--- config.mk ---
export PLATFORM = sky130hd
export DESIGN_NAME = sapf_top
export DESIGN_NICKNAME = d
export VERILOG_FILES = /design/src/core/sapf_pkg.sv /design/src/core/sapf_if.sv /design/src/core/sapf_sync.sv /design/src/core/sapf_apb.sv /design/src/core/sapf_top.sv
export SDC_FILE = /design/constraint.sdc
export NUM_CORES = 1
export LEC_CHECK = 0
export BUFFER_PORTS_ARGS = -buffer_cell sky130_fd_sc_hd__buf_2
export CAP_MARGIN = 20
export CORE_UTILIZATION = 56
export CTS_CLUSTER_DIAMETER = 80
export CTS_CLUSTER_SIZE = 8
export DETAILED_ROUTE_END_ITERATION = 10
export HOLD_SLACK_MARGIN = 0.12
export PLACE_DENSITY_LB_ADDON = 0.12
export SYNTH_ARGS = -nofsm -noshare
export SYNTH_HDL_FRONTEND = slang
export SYNTH_SLANG_ARGS = --single-unit
--- constraint.sdc ---
create_clock -name sys_clk -period 11 [get_ports sys_clk]
set_input_delay 1.65 -clock sys_clk [delete_from_list [all_inputs] [get_ports sys_clk]]
set_output_delay 1.65 -clock sys_clk [all_outputs]
set_load 0.05 [all_outputs]
--- src/core/sapf_pkg.sv ---
// Purpose: Shared constants and types of the serial audio port block
// Assumes: APB slave, 32-bit data, byte address is four times the index
// Notes:   Field positions and reset values live here only
package sapf_pkg;

    typedef logic [7:0]  addr_t;
    typedef logic [31:0] word_t;
    typedef logic [23:0] sample_t;

    // Register indices and byte addresses
    localparam logic [7:0] IDX_CTRL_ONE = 8'h04;
    localparam logic [7:0] IDX_CTRL_TWO = 8'h05;
    localparam logic [7:0] IDX_STATUS   = 8'h06;
    localparam logic [7:0] IDX_LEFT     = 8'h07;
    localparam logic [7:0] IDX_RIGHT    = 8'h08;
    localparam logic [7:0] IDX_SENSE    = 8'h09;
    localparam addr_t ADDR_CTRL_ONE = addr_t'({IDX_CTRL_ONE, 2'b00});
    localparam addr_t ADDR_CTRL_TWO = addr_t'({IDX_CTRL_TWO, 2'b00});
    localparam addr_t ADDR_STATUS   = addr_t'({IDX_STATUS, 2'b00});
    localparam addr_t ADDR_LEFT     = addr_t'({IDX_LEFT, 2'b00});
    localparam addr_t ADDR_RIGHT    = addr_t'({IDX_RIGHT, 2'b00});
    localparam addr_t ADDR_SENSE    = addr_t'({IDX_SENSE, 2'b00});

    // Reset values
    localparam logic [7:0] CTRL_ONE_RST = 8'h00;
    localparam logic [7:0] CTRL_TWO_RST = 8'h08;
    localparam word_t      SENSE_RST    = 32'h0000_0000;

    // Field positions in the first control register
    localparam int unsigned POS_SAMPLE_FALL = 0;
    localparam int unsigned POS_WIDTH_LO    = 1;
    localparam int unsigned POS_FS_STYLE    = 3;
    localparam int unsigned POS_DELAY_FMT   = 4;
    localparam int unsigned POS_MULTISLOT   = 5;
    localparam int unsigned POS_DENSITY     = 6;
    // Field position in the second control register
    localparam int unsigned POS_DRIVE       = 6;

    // Slot widths and counts
    localparam logic [6:0] SLOT_W32  = 7'h20;
    localparam logic [6:0] SLOT_W48  = 7'h30;
    localparam logic [6:0] SLOT_W64  = 7'h40;
    localparam logic [6:0] CNT_MAX   = 7'h7f;
    localparam logic [4:0] WORD_BITS = 5'h18;

    typedef struct packed {
        logic       sample_fall;
        logic [1:0] chip_slot_width;
        logic       frame_sync_style;
        logic       data_delay_format;
        logic       stereo_or_multislot_select;
        logic       density_modulation_select;
        logic       sense_out_drive_strength;
    } sapf_cfg_t;

endpackage : sapf_pkg

--- src/core/sapf_if.sv ---
// Purpose: Carrier between register slave and framing core
// Assumes: Single clock domain on sys_clk
// Notes:   Registers drive configuration, core drives captured state
`timescale 1ns/100ps
interface sapf_if;
    import sapf_pkg::*;
    sapf_cfg_t  cfg;
    word_t      sense_word;
    sample_t    left;
    sample_t    right;
    logic [7:0] frames;
    modport regs (output cfg, output sense_word, input left, input right, input frames);
    modport core (input cfg, input sense_word, output left, output right, output frames);
endinterface : sapf_if

--- src/core/sapf_sync.sv ---
// Purpose: Two-stage synchroniser of link pins and bit clock edge finder
// Assumes: Link pins asynchronous to sys_clk, bit clock well below sys_clk/4
// Notes:   First stage feeds only the second stage
`timescale 1ns/100ps
module sapf_sync (
    input  wire logic sys_clk,
    input  wire logic rst_n,
    input  wire logic bit_clock,
    input  wire logic frame_sync,
    input  wire logic serial_audio_in,
    output logic      clk_rise,
    output logic      clk_fall,
    output logic      fs_sync,
    output logic      din_sync
);
    import sapf_pkg::*;

    typedef struct packed {
        logic [2:0] s1;
        logic [2:0] s2;
        logic       clk_prev;
    } sapf_sync_t;

    sapf_sync_t q, d;

    // Stage one to stage two, edge history from stage two
    always_comb begin
        d          = q;
        d.s1       = {bit_clock, frame_sync, serial_audio_in};
        d.s2       = q.s1;
        d.clk_prev = q.s2[2];
    end

    always_ff @(posedge sys_clk) begin
        if (!rst_n) begin
            q <= '0;
        end else begin
            q <= d;
        end
    end

    // Edges and aligned data
    assign clk_rise = q.s2[2] & ~q.clk_prev;
    assign clk_fall = ~q.s2[2] & q.clk_prev;
    assign fs_sync  = q.s2[1];
    assign din_sync = q.s2[0];

endmodule : sapf_sync

--- src/core/sapf_apb.sv ---
// Purpose: APB register slave for the serial audio port
// Assumes: One wait state on every access, 32-bit aligned words
// Notes:   Unmapped or unaligned access answers with pslverr and zero data
`timescale 1ns/100ps
module sapf_apb (
    input  wire logic            sys_clk,
    input  wire logic            rst_n,
    input  wire logic            psel,
    input  wire logic            penable,
    input  wire logic            pwrite,
    input  wire sapf_pkg::addr_t paddr,
    input  wire sapf_pkg::word_t pwdata,
    output sapf_pkg::word_t      prdata,
    output logic                 pready,
    output logic                 pslverr,
    sapf_if.regs                 io
);
    import sapf_pkg::*;

    typedef struct packed {
        logic [7:0] ctrl_one;
        logic [7:0] ctrl_two;
        word_t      sense;
        word_t      rdata;
        logic       rdy;
        logic       err;
    } sapf_apb_t;

    localparam sapf_apb_t APB_RST = '{CTRL_ONE_RST, CTRL_TWO_RST, SENSE_RST,
                                      32'h0000_0000, 1'b0, 1'b0};

    sapf_apb_t q, d;

    // Address decode used for the error answer; read data has its own case
    function automatic logic is_mapped(input addr_t a);
        return (a == ADDR_CTRL_ONE) || (a == ADDR_CTRL_TWO) || (a == ADDR_STATUS) ||
               (a == ADDR_LEFT) || (a == ADDR_RIGHT) || (a == ADDR_SENSE);
    endfunction : is_mapped

    // Access phase: answer in second cycle, write at the completing edge
    always_comb begin
        d     = q;
        d.rdy = psel & penable & ~q.rdy;
        d.err = 1'b0;
        if (psel && penable && !q.rdy) begin
            d.err   = ~is_mapped(paddr);
            d.rdata = 32'h0000_0000;
            unique case (paddr)
                ADDR_CTRL_ONE: d.rdata = {24'h00_0000, q.ctrl_one};
                ADDR_CTRL_TWO: d.rdata = {24'h00_0000, q.ctrl_two};
                ADDR_STATUS:   d.rdata = {24'h00_0000, io.frames};
                ADDR_LEFT:     d.rdata = {8'h00, io.left};
                ADDR_RIGHT:    d.rdata = {8'h00, io.right};
                ADDR_SENSE:    d.rdata = q.sense;
                default:       d.rdata = 32'h0000_0000;
            endcase
        end
        if (psel && penable && q.rdy && pwrite) begin
            unique case (paddr)
                ADDR_CTRL_ONE: d.ctrl_one = pwdata[7:0];
                ADDR_CTRL_TWO: d.ctrl_two = pwdata[7:0];
                ADDR_SENSE:    d.sense    = pwdata;
                default:       d.sense    = q.sense;
            endcase
        end
    end

    always_ff @(posedge sys_clk) begin
        if (!rst_n) begin
            q <= APB_RST;
        end else begin
            q <= d;
        end
    end

    // Bus answer from flops
    assign prdata  = q.rdata;
    assign pready  = q.rdy;
    assign pslverr = q.err;

    // Configuration fields toward the core
    assign io.cfg.sample_fall                = q.ctrl_one[POS_SAMPLE_FALL];
    assign io.cfg.chip_slot_width            = q.ctrl_one[POS_WIDTH_LO +: 2];
    assign io.cfg.frame_sync_style           = q.ctrl_one[POS_FS_STYLE];
    assign io.cfg.data_delay_format          = q.ctrl_one[POS_DELAY_FMT];
    assign io.cfg.stereo_or_multislot_select = q.ctrl_one[POS_MULTISLOT];
    assign io.cfg.density_modulation_select  = q.ctrl_one[POS_DENSITY];
    assign io.cfg.sense_out_drive_strength   = q.ctrl_two[POS_DRIVE];
    assign io.sense_word                     = q.sense;

endmodule : sapf_apb

--- src/core/sapf_top.sv ---
// Purpose: Slave serial audio input port with format configuration
// Assumes: Host drives bit clock, frame sync and data; sys_clk at 250 MHz
// Notes:   Bit clock is sampled and its edges found on sys_clk
//
// Contract
// - Sampling bit one: capture on falling edge
// - Width code sets chip slot 32/48/64
// - Stereo or single chip: any frame length
// - Style zero: low is left, pulsed sync
// - Style one: high is left, half-duty sync
// - Format zero: data one cycle after edge
// - Format one: data at sync edge
// - Mode bit: stereo zero, multislot one
// - Density bit: input and sense as PDM
// - Control two bit six: sense drive strength
//
// Decided for this implementation: register access over APB.
`timescale 1ns/100ps
module sapf_top (
    input  wire logic            sys_clk,
    input  wire logic            rst_n,
    input  wire logic            psel,
    input  wire logic            penable,
    input  wire logic            pwrite,
    input  wire sapf_pkg::addr_t paddr,
    input  wire sapf_pkg::word_t pwdata,
    output sapf_pkg::word_t      prdata,
    output logic                 pready,
    output logic                 pslverr,
    input  wire logic            bit_clock,
    input  wire logic            frame_sync,
    input  wire logic            serial_audio_in,
    output logic                 sense_data_out,
    output logic                 sense_out_drive_strength
);
    import sapf_pkg::*;

    typedef struct packed {
        logic       fs_prev;
        logic       chan;
        logic [6:0] cnt;
        logic [4:0] wb;
        sample_t    shift;
        sample_t    left;
        sample_t    right;
        logic [7:0] frames;
        word_t      sense;
        logic       sdo;
        logic       drive;
    } sapf_core_t;

    sapf_if     io ();
    sapf_core_t q, d;
    logic       clk_rise;
    logic       clk_fall;
    logic       fs;
    logic       din;
    logic       samp;
    logic       drv;
    logic       nf;
    logic [6:0] width;
    logic [6:0] half;

    // Bit clock cycles per chip from the width code
    function automatic logic [6:0] slot_width(input logic [1:0] code);
        unique case (code)
            2'b00:   return SLOT_W32;
            2'b01:   return SLOT_W48;
            default: return SLOT_W64;
        endcase
    endfunction : slot_width

    // Link pins through the synchroniser
    sapf_sync u_sync (
        .sys_clk         (sys_clk),
        .rst_n           (rst_n),
        .bit_clock       (bit_clock),
        .frame_sync      (frame_sync),
        .serial_audio_in (serial_audio_in),
        .clk_rise        (clk_rise),
        .clk_fall        (clk_fall),
        .fs_sync         (fs),
        .din_sync        (din)
    );

    // Register slave
    sapf_apb u_apb (
        .sys_clk (sys_clk),
        .rst_n   (rst_n),
        .psel    (psel),
        .penable (penable),
        .pwrite  (pwrite),
        .paddr   (paddr),
        .pwdata  (pwdata),
        .prdata  (prdata),
        .pready  (pready),
        .pslverr (pslverr),
        .io      (io.regs)
    );

    // Sampling and driving edges
    // falling edge select
    assign samp  = io.cfg.sample_fall ? clk_fall : clk_rise;
    assign drv   = io.cfg.sample_fall ? clk_rise : clk_fall;
    assign width = slot_width(io.cfg.chip_slot_width);
    assign half  = {1'b0, width[6:1]};
    // stereo sync uses falling edge too, multislot rising only
    assign nf    = io.cfg.stereo_or_multislot_select ? (fs & ~q.fs_prev)
                                                     : (fs ^ q.fs_prev);

    // Framing, capture and sense stream
    always_comb begin
        logic       take;
        logic [6:0] idx;
        d     = q;
        take  = 1'b0;
        idx   = q.cnt;
        d.drive = io.cfg.sense_out_drive_strength;
        if (samp) begin
            d.fs_prev = fs;
            if (io.cfg.density_modulation_select) begin
                d.shift = {q.shift[22:0], din};
                d.wb    = q.wb + 5'h01;
                if (q.wb == WORD_BITS - 5'h01) begin
                    d.left   = d.shift;
                    d.wb     = 5'h00;
                    d.frames = q.frames + 8'h01;
                end
            end else begin
                if (nf) begin
                    d.chan   = io.cfg.stereo_or_multislot_select ? 1'b0
                                                                : (fs ^ io.cfg.frame_sync_style);
                    d.wb     = 5'h00;
                    d.frames = q.frames + 8'h01;
                    d.sense  = io.sense_word;
                    idx      = 7'h00;
                    take     = io.cfg.data_delay_format;
                end else begin
                    take = 1'b1;
                end
                d.cnt = take ? ((idx == CNT_MAX) ? idx : idx + 7'h01) : 7'h00;
                if (take && io.cfg.stereo_or_multislot_select) begin
                    if (idx >= width) begin
                        take = 1'b0;
                    end else if (idx == half) begin
                        d.chan = 1'b1;
                        d.wb   = 5'h00;
                    end
                end
                if (take && d.wb < WORD_BITS) begin
                    d.shift = {q.shift[22:0], din};
                    d.wb    = d.wb + 5'h01;
                    if (d.wb == WORD_BITS) begin
                        if (d.chan) begin
                            d.right = d.shift;
                        end else begin
                            d.left = d.shift;
                        end
                    end
                end
            end
        end
        if (drv) begin
            d.sdo   = q.sense[31];
            d.sense = io.cfg.density_modulation_select ? {q.sense[30:0], q.sense[31]}
                                                       : {q.sense[30:0], 1'b0};
        end
    end

    always_ff @(posedge sys_clk) begin
        if (!rst_n) begin
            q <= '0;
        end else begin
            q <= d;
        end
    end

    // Outputs and captured state
    assign sense_data_out           = q.sdo;
    assign sense_out_drive_strength = q.drive;
    assign io.left                  = q.left;
    assign io.right                 = q.right;
    assign io.frames                = q.frames;
endmodule : sapf_top

# [After elaboration in Yosys (flattened, before gate mapping)]
# Index checks and enable logic that the tools add are counted.
[classes] addsub=4 reduce_logical=28 n_bitwise=13 n_eq_ne=14 order_cmp=2 n_mux=44
[op_table] cell="one-hot mux 32 bit (6 select lines)" count=1
[op_table] cell="two-way mux 77 bit" count=1
[op_table] cell="two-way mux 24 bit" count=3
[op_table] cell="two-way mux 32 bit" count=2
[op_table] cell="two-way mux 53 bit" count=1
[op_table] cell="two-way mux 48 bit" count=1
[op_table] cell="two-way mux 40 bit" count=1
[op_table] cell="two-way mux 5 bit" count=7
[op_table] cell="two-way mux 7 bit" count=5
[op_table] cell="two-way mux 33 bit" count=1
[op_table] cell="equality test 8 x 5 -> 1 bit, second input constant" count=4
[op_table] cell="two-way mux 1 bit" count=18
[op_table] cell="equality test 8 x 6 -> 1 bit, second input constant" count=2
[op_table] cell="two-way mux 8 bit" count=2
[op_table] cell="one-hot mux 7 bit (2 select lines)" count=1
[op_table] cell="AND reduction 2 bit" count=6
[op_table] cell="adder 5 x 1 -> 5 bit, second input constant" count=2
[op_table] cell="equality test 5 bit, second input constant" count=2
[op_table] cell="AND reduction 5 bit" count=2
[op_table] cell="nonzero test 2 bit" count=5
[op_table] cell="adder 8 x 1 -> 8 bit, second input constant" count=1
[op_table] cell="adder 7 x 1 -> 7 bit, second input constant" count=1
[op_table] cell="equality test 7 x 6 -> 1 bit" count=1
[op_table] cell="equality test 7 bit, second input constant" count=1
[op_table] cell="13 further kinds" count=34
[totals] out_inout_bits=36 word_cells=125 ff_bits=216 inputBits=48

# [Longest topological paths before layout]
[depth] ltp_word=17 depth_mapped=20 depth_no_buf=17

# [Hierarchy]
# From an unflattened synthesis, not the netlist that was laid out.
[hier_totals] cells_unflattened=1137 area_unflattened_um2=10208.5
[modules_own_cells] mod="sapf_top" instances=1 cells_each=650 area_per_inst_um2=5760.5 seq_area_each_um2=2542.4
[modules_own_cells] mod="sapf_apb" instances=1 cells_each=471 area_per_inst_um2=4251.6 seq_area_each_um2=1641.6
[modules_own_cells] mod="sapf_sync" instances=1 cells_each=16 area_per_inst_um2=196.4 seq_area_each_um2=140.1

# [Least setup slack after synthesis]
# Ideal clock, no wire load.
[synth_path] path_type="flip-flop to flip-flop" start="register q[127] in the netlist's numbering" end="register q (netlist bit io.left[10])" setup_slack_ps=7486 setup_ps=72 required_time_ps=10928 path_buffers=3 arrival_time_ps=3443 synth_period_minus_slack_ps=3514 path_stages_with_launch=21 cell_sequence="dfxtp_1 > inv_1 > ha_1 > nor2_1 > a21oi_1 > nand2_1 > ha_1 > nand2_1 > a211oi_2 > a31oi_2 > and2_1 > ha_1 > xnor2_1 > nand2_1 > nor3_1 > and3b_1 > buf_6 > a2bb2o_4 > buf_6 > buf_6 > mux2i_1"
[synth_between] elab_chain_len=16 word_cells_on_any_way=37 classes_between="add/sub: 1; order compare: 2; eq/ne: 3; mux: 23; bitwise: 3; reduce/logical: 5"
[synth_lines] item="start, declared" line_no="sapf_top.sv:53" rtl="sapf_core_t q, d;"
[synth_lines] item="start signal, assigned" line_no="sapf_top.sv:172" rtl="q <= '0;"
[synth_lines] item="start signal, assigned" line_no="sapf_top.sv:174" rtl="q <= d;"
[synth_lines] item="NOT 1 bit" line_no="sapf_top.sv:108" rtl="assign nf = io.cfg.stereo_or_multislot_select ? (fs & ~q.fs_prev)"
[synth_lines] item="AND 1 bit" line_no="sapf_top.sv:108"
[synth_lines] item="two-way mux 1 bit *" line_no="sapf_top.sv:108"
[synth_lines] item="parallel branches: the longest is 12 deep, another holds >= comparator 7 bit"
[synth_lines] item="AND reduction 5 bit (no line) *"
# Every way passes the cells marked *. The select of a mux whose other input is x is not followed.
# A chain may end at the register's enable or synchronous reset.

# [Final worst setup path]
[layout_path] start="register u_sync.q (netlist bit u_sync.fs_sync)" end="register q (netlist bit io.left[5])"
[layout_between] elab_chain_len=15 word_cells_on_any_way=38 classes_between="add/sub: 1; order compare: 2; eq/ne: 3; mux: 24; bitwise: 3; reduce/logical: 5"
[layout_lines] item="start, declared" line_no="sapf_sync.sv:24" rtl="sapf_sync_t q, d;"
[layout_lines] item="start signal, assigned" line_no="sapf_sync.sv:36" rtl="q <= '0;"
[layout_lines] item="start signal, assigned" line_no="sapf_sync.sv:38" rtl="q <= d;"
[layout_lines] item="parallel branches: the longest is 14 deep, another holds >= comparator 7 bit"
[layout_lines] item="AND reduction 5 bit (no line) *"
# Marks and branches as above.

==> results.md <==
- Peak VDD IR: about 120 uV
- Most frequent cells in the layout: dfxtp_1, nand2_1, mux2i_1, a21oi_1, buf_2
- Starting Density: 57.2%
- GRT Residual Overflow: 0
- Final worst slack: 6080 ps
- Final Core Density: around 63%
- Root buffer cell: clkbuf_16
- Vias in the first global route: approximately 7.0k
- Clock skew: 13.7 ps
- Hold crit path type: register to register
- Post-synth cell types: 62
- Leakage: 4.03 nW
- Warnings, synthesis: 0
- RSZ-0062 raised after global routing: no
- DR iter-0 viols: about 490
- Syn_nets: 1,130
- Crit Path Class: register to register
- Synthesis-to-finish area growth: 10.3%
- Ports: 84
- Design area: 10,500 um2
- Post-synthesis sequential area ratio: a little under half
- Slew margin rel.: a little under a quarter
- Area occupied by multi-input gates: roughly 4500 um2
- Layout Cells excl Fill: 1,306
- Post-CTS sizing: 0
- CP bufs+invs: 0
- CP delay by family, top: simple AND/OR/NAND/NOR gates
- Number of synthesized register bits: approximately 220
- Die Area: about 17,000 um2
- Via Count: 7,600
- TritonRoute pass-1 iters: 6
- DR vias/cell: slightly below 6
- Fmax: roughly 200 MHz
- Predominant post-synthesis flop cell: dfxtp_1
- Port Buf Inserts: slightly above 80
- Worst setup EP type: register
- Final Power: roughly 1.7 mW
- Yosys top cell area share: 45.6%
- First-pass GRT wire length: between 30 and 40 mm
- Layout cell share with drive strength beyond 1: a little over an eighth
- Status: finished clean
- Largest net degree at the start of global routing: 96
- Placer Congestion: around 0.85
- Clk buf depth: 3
- Max-Cap Viols: 0
- Post-route ant nets: 0
- Num Clock Sinks: 216
- Filler cells: 1,477
- Final setup vio count: 0
- Most common cell after layout, fill and taps aside: dfxtp_1
- Worst-skew pair later-pin latency: around 540 ps
- CP Max Fanout: 25
- Critical path cell sequence: ha_1 > nor2_1 > a21oi_1 > nand2_1 > ha_1 > nand2_1 > a211oi_2 > a31oi_2 > and2_1 > ha_1 > xnor2_1 > nand2_1 > nor3_1 > and3b_1 > a2bb2o_4 > mux2i_1
- Die H: roughly 130 um
- Nets: between 1k and 1.5k
- DR WL/cell: 17.6 um
- Asr flop ratio synth: 0%
- Pre-CTS setup slack: between 6000 and 7000 ps
- Largest area contributor in the netlist: dfxtp_1
- Pwr Density: about 160 nW/um2
- Setup crit start kind: register
- Core Rows: 47
- Hold_buf cts: 0
- Number of H-tree levels: 1
- Worst Max-Slew Pin Slew: 1140 ps
- Die Width: 132 um
- Post-CTS setup buffer count: 0
- Initial antenna violation count: 0
- Setup tns final: 0 ps
- Cells after synthesis: 1,074
- DP Cell Count: between 1k and 1.5k
- Core area: between 15,000 and 20,000 um2
- Tcrit/Tclk final: around 45%
- Mapped Area: about 9500 um2
- Slowest CP cell: and3b_1
- Diodes inserted: 0
- Post-route minimum period: between 4000 and 5000 ps
- WP data required: approximately 11,000 ps
- DRC errors left: 0
- TritonCTS buffer count: 30
- Synthesized area per cell: about 8.8 um2
- Fin Hold WS: approximately 430 ps
- Main area contributors after synthesis: dfxtp_1, mux2i_1, nand2_1, a21oi_1, o21ai_0
- Dpl cell area: 9690 um2
- DRT Wirelength: 23.0 mm
- DPL Wire Length: between 10 and 15 mm
- Critical path arrival: between 5000 and 6000 ps
- Hold Fails Final Rpt: 0
- Max Slew Vio Count: 0
- Clock Pin Slew Worst Setup and Hold Paths: ~50 ps
- Global Route Usage Sum: about 26%
- FF+latch area: 4320 um2
- Number of synthesized flops with an enable pin: 0
- CTS tree: yes
- CP peak stage delay: ~870 ps
## synth_stat cells (all sizes together), types with 6 or more instances
master and n:
dfxtp 216, nand2 171, mux2i 97, a21oi 96
nor2 66, clkbuf 64, o21ai 56, buf 48
nand3 40, a211oi 33, and2 28, a22oi 18
a22o 16, a31oi 14, and3 10, inv 9
a221oi 8, ha 8, nor3 7, nand4 6
nor2b 6
## metal layers
metal,GRT usage (%),part of all wire [%],up-vias
met4,5.56,1.6,0
met2,39.5,43,213
met1,38.6,50,3594
met3,4.04,5.9,31
li1,-,-,3762
met5,0,0,-
## worst reg2reg max path, cell delays in order, from the launching register on
cell	delay [ps]
dfxtp_1	330
ha_1	300
nor2_1	60
a21oi_1	590
nand2_1	170
ha_1	240
nand2_1	90
a211oi_2	60
a31oi_2	420
and2_1	270
ha_1	260
xnor2_1	140
nand2_1	70
nor3_1	180
and3b_1	870
a2bb2o_4	550
mux2i_1	250
## sequential cells by signal, summed over array words and instances (netlist names), 4 cells and up
name	flops
q	69
u_apb.io.sense_word	32
io.frames	8
u_apb.prdata	32
u_apb.io.cfg	8
io.right	24
u_apb.q	8
io.left	24
u_sync.d	4
## cell type report
| cell class | count | share of cell area (%) |
|---|---|---|
| clock buffer | 30 | 7.17 |
| clock inverter | 1 | 0.155 |
| inverter | 9 | 0.347 |
| multi-input combinational | 737 | 43.4 |
| sequential | 216 | 41.3 |
| tap | 220 | 2.63 |
| timing repair buffer | 93 | 4.98 |
## final timing paths
path	from	to	slack [ps]	depth (start not counted)
hold / removal	u_sync.d[3]	u_sync.d[0]	430	1
setup reg to reg	u_sync.fs_sync	io.left[5]	6080	16
hold reg to reg	u_sync.d[3]	u_sync.d[0]	430	1
setup / recovery	u_sync.fs_sync	io.left[5]	6080	16
## power breakdown
| group | switching (mW) | internal, mW | total [mW] |
|---|---|---|---|
| Sequential | 0.00597 | 0.793 | 0.799 |
| Combinational | 0.0493 | 0.0235 | 0.0728 |
| Clock | 0.311 | 0.473 | 0.784 |
## logic make-up after synthesis
family                     after synthesis  synth area share [%]
and+or+nand+nor                        356                  17.1
AOI/OAI and AO/OA                      265                  18.2
DFF                                    216                  45.6
buffers and inverters                  121                  6.78
muxes                                   98                  10.4
xor gates and xnor gates                10                 0.923
adders and majority gates                8                  1.05
(Power assumes the default switching activity.)
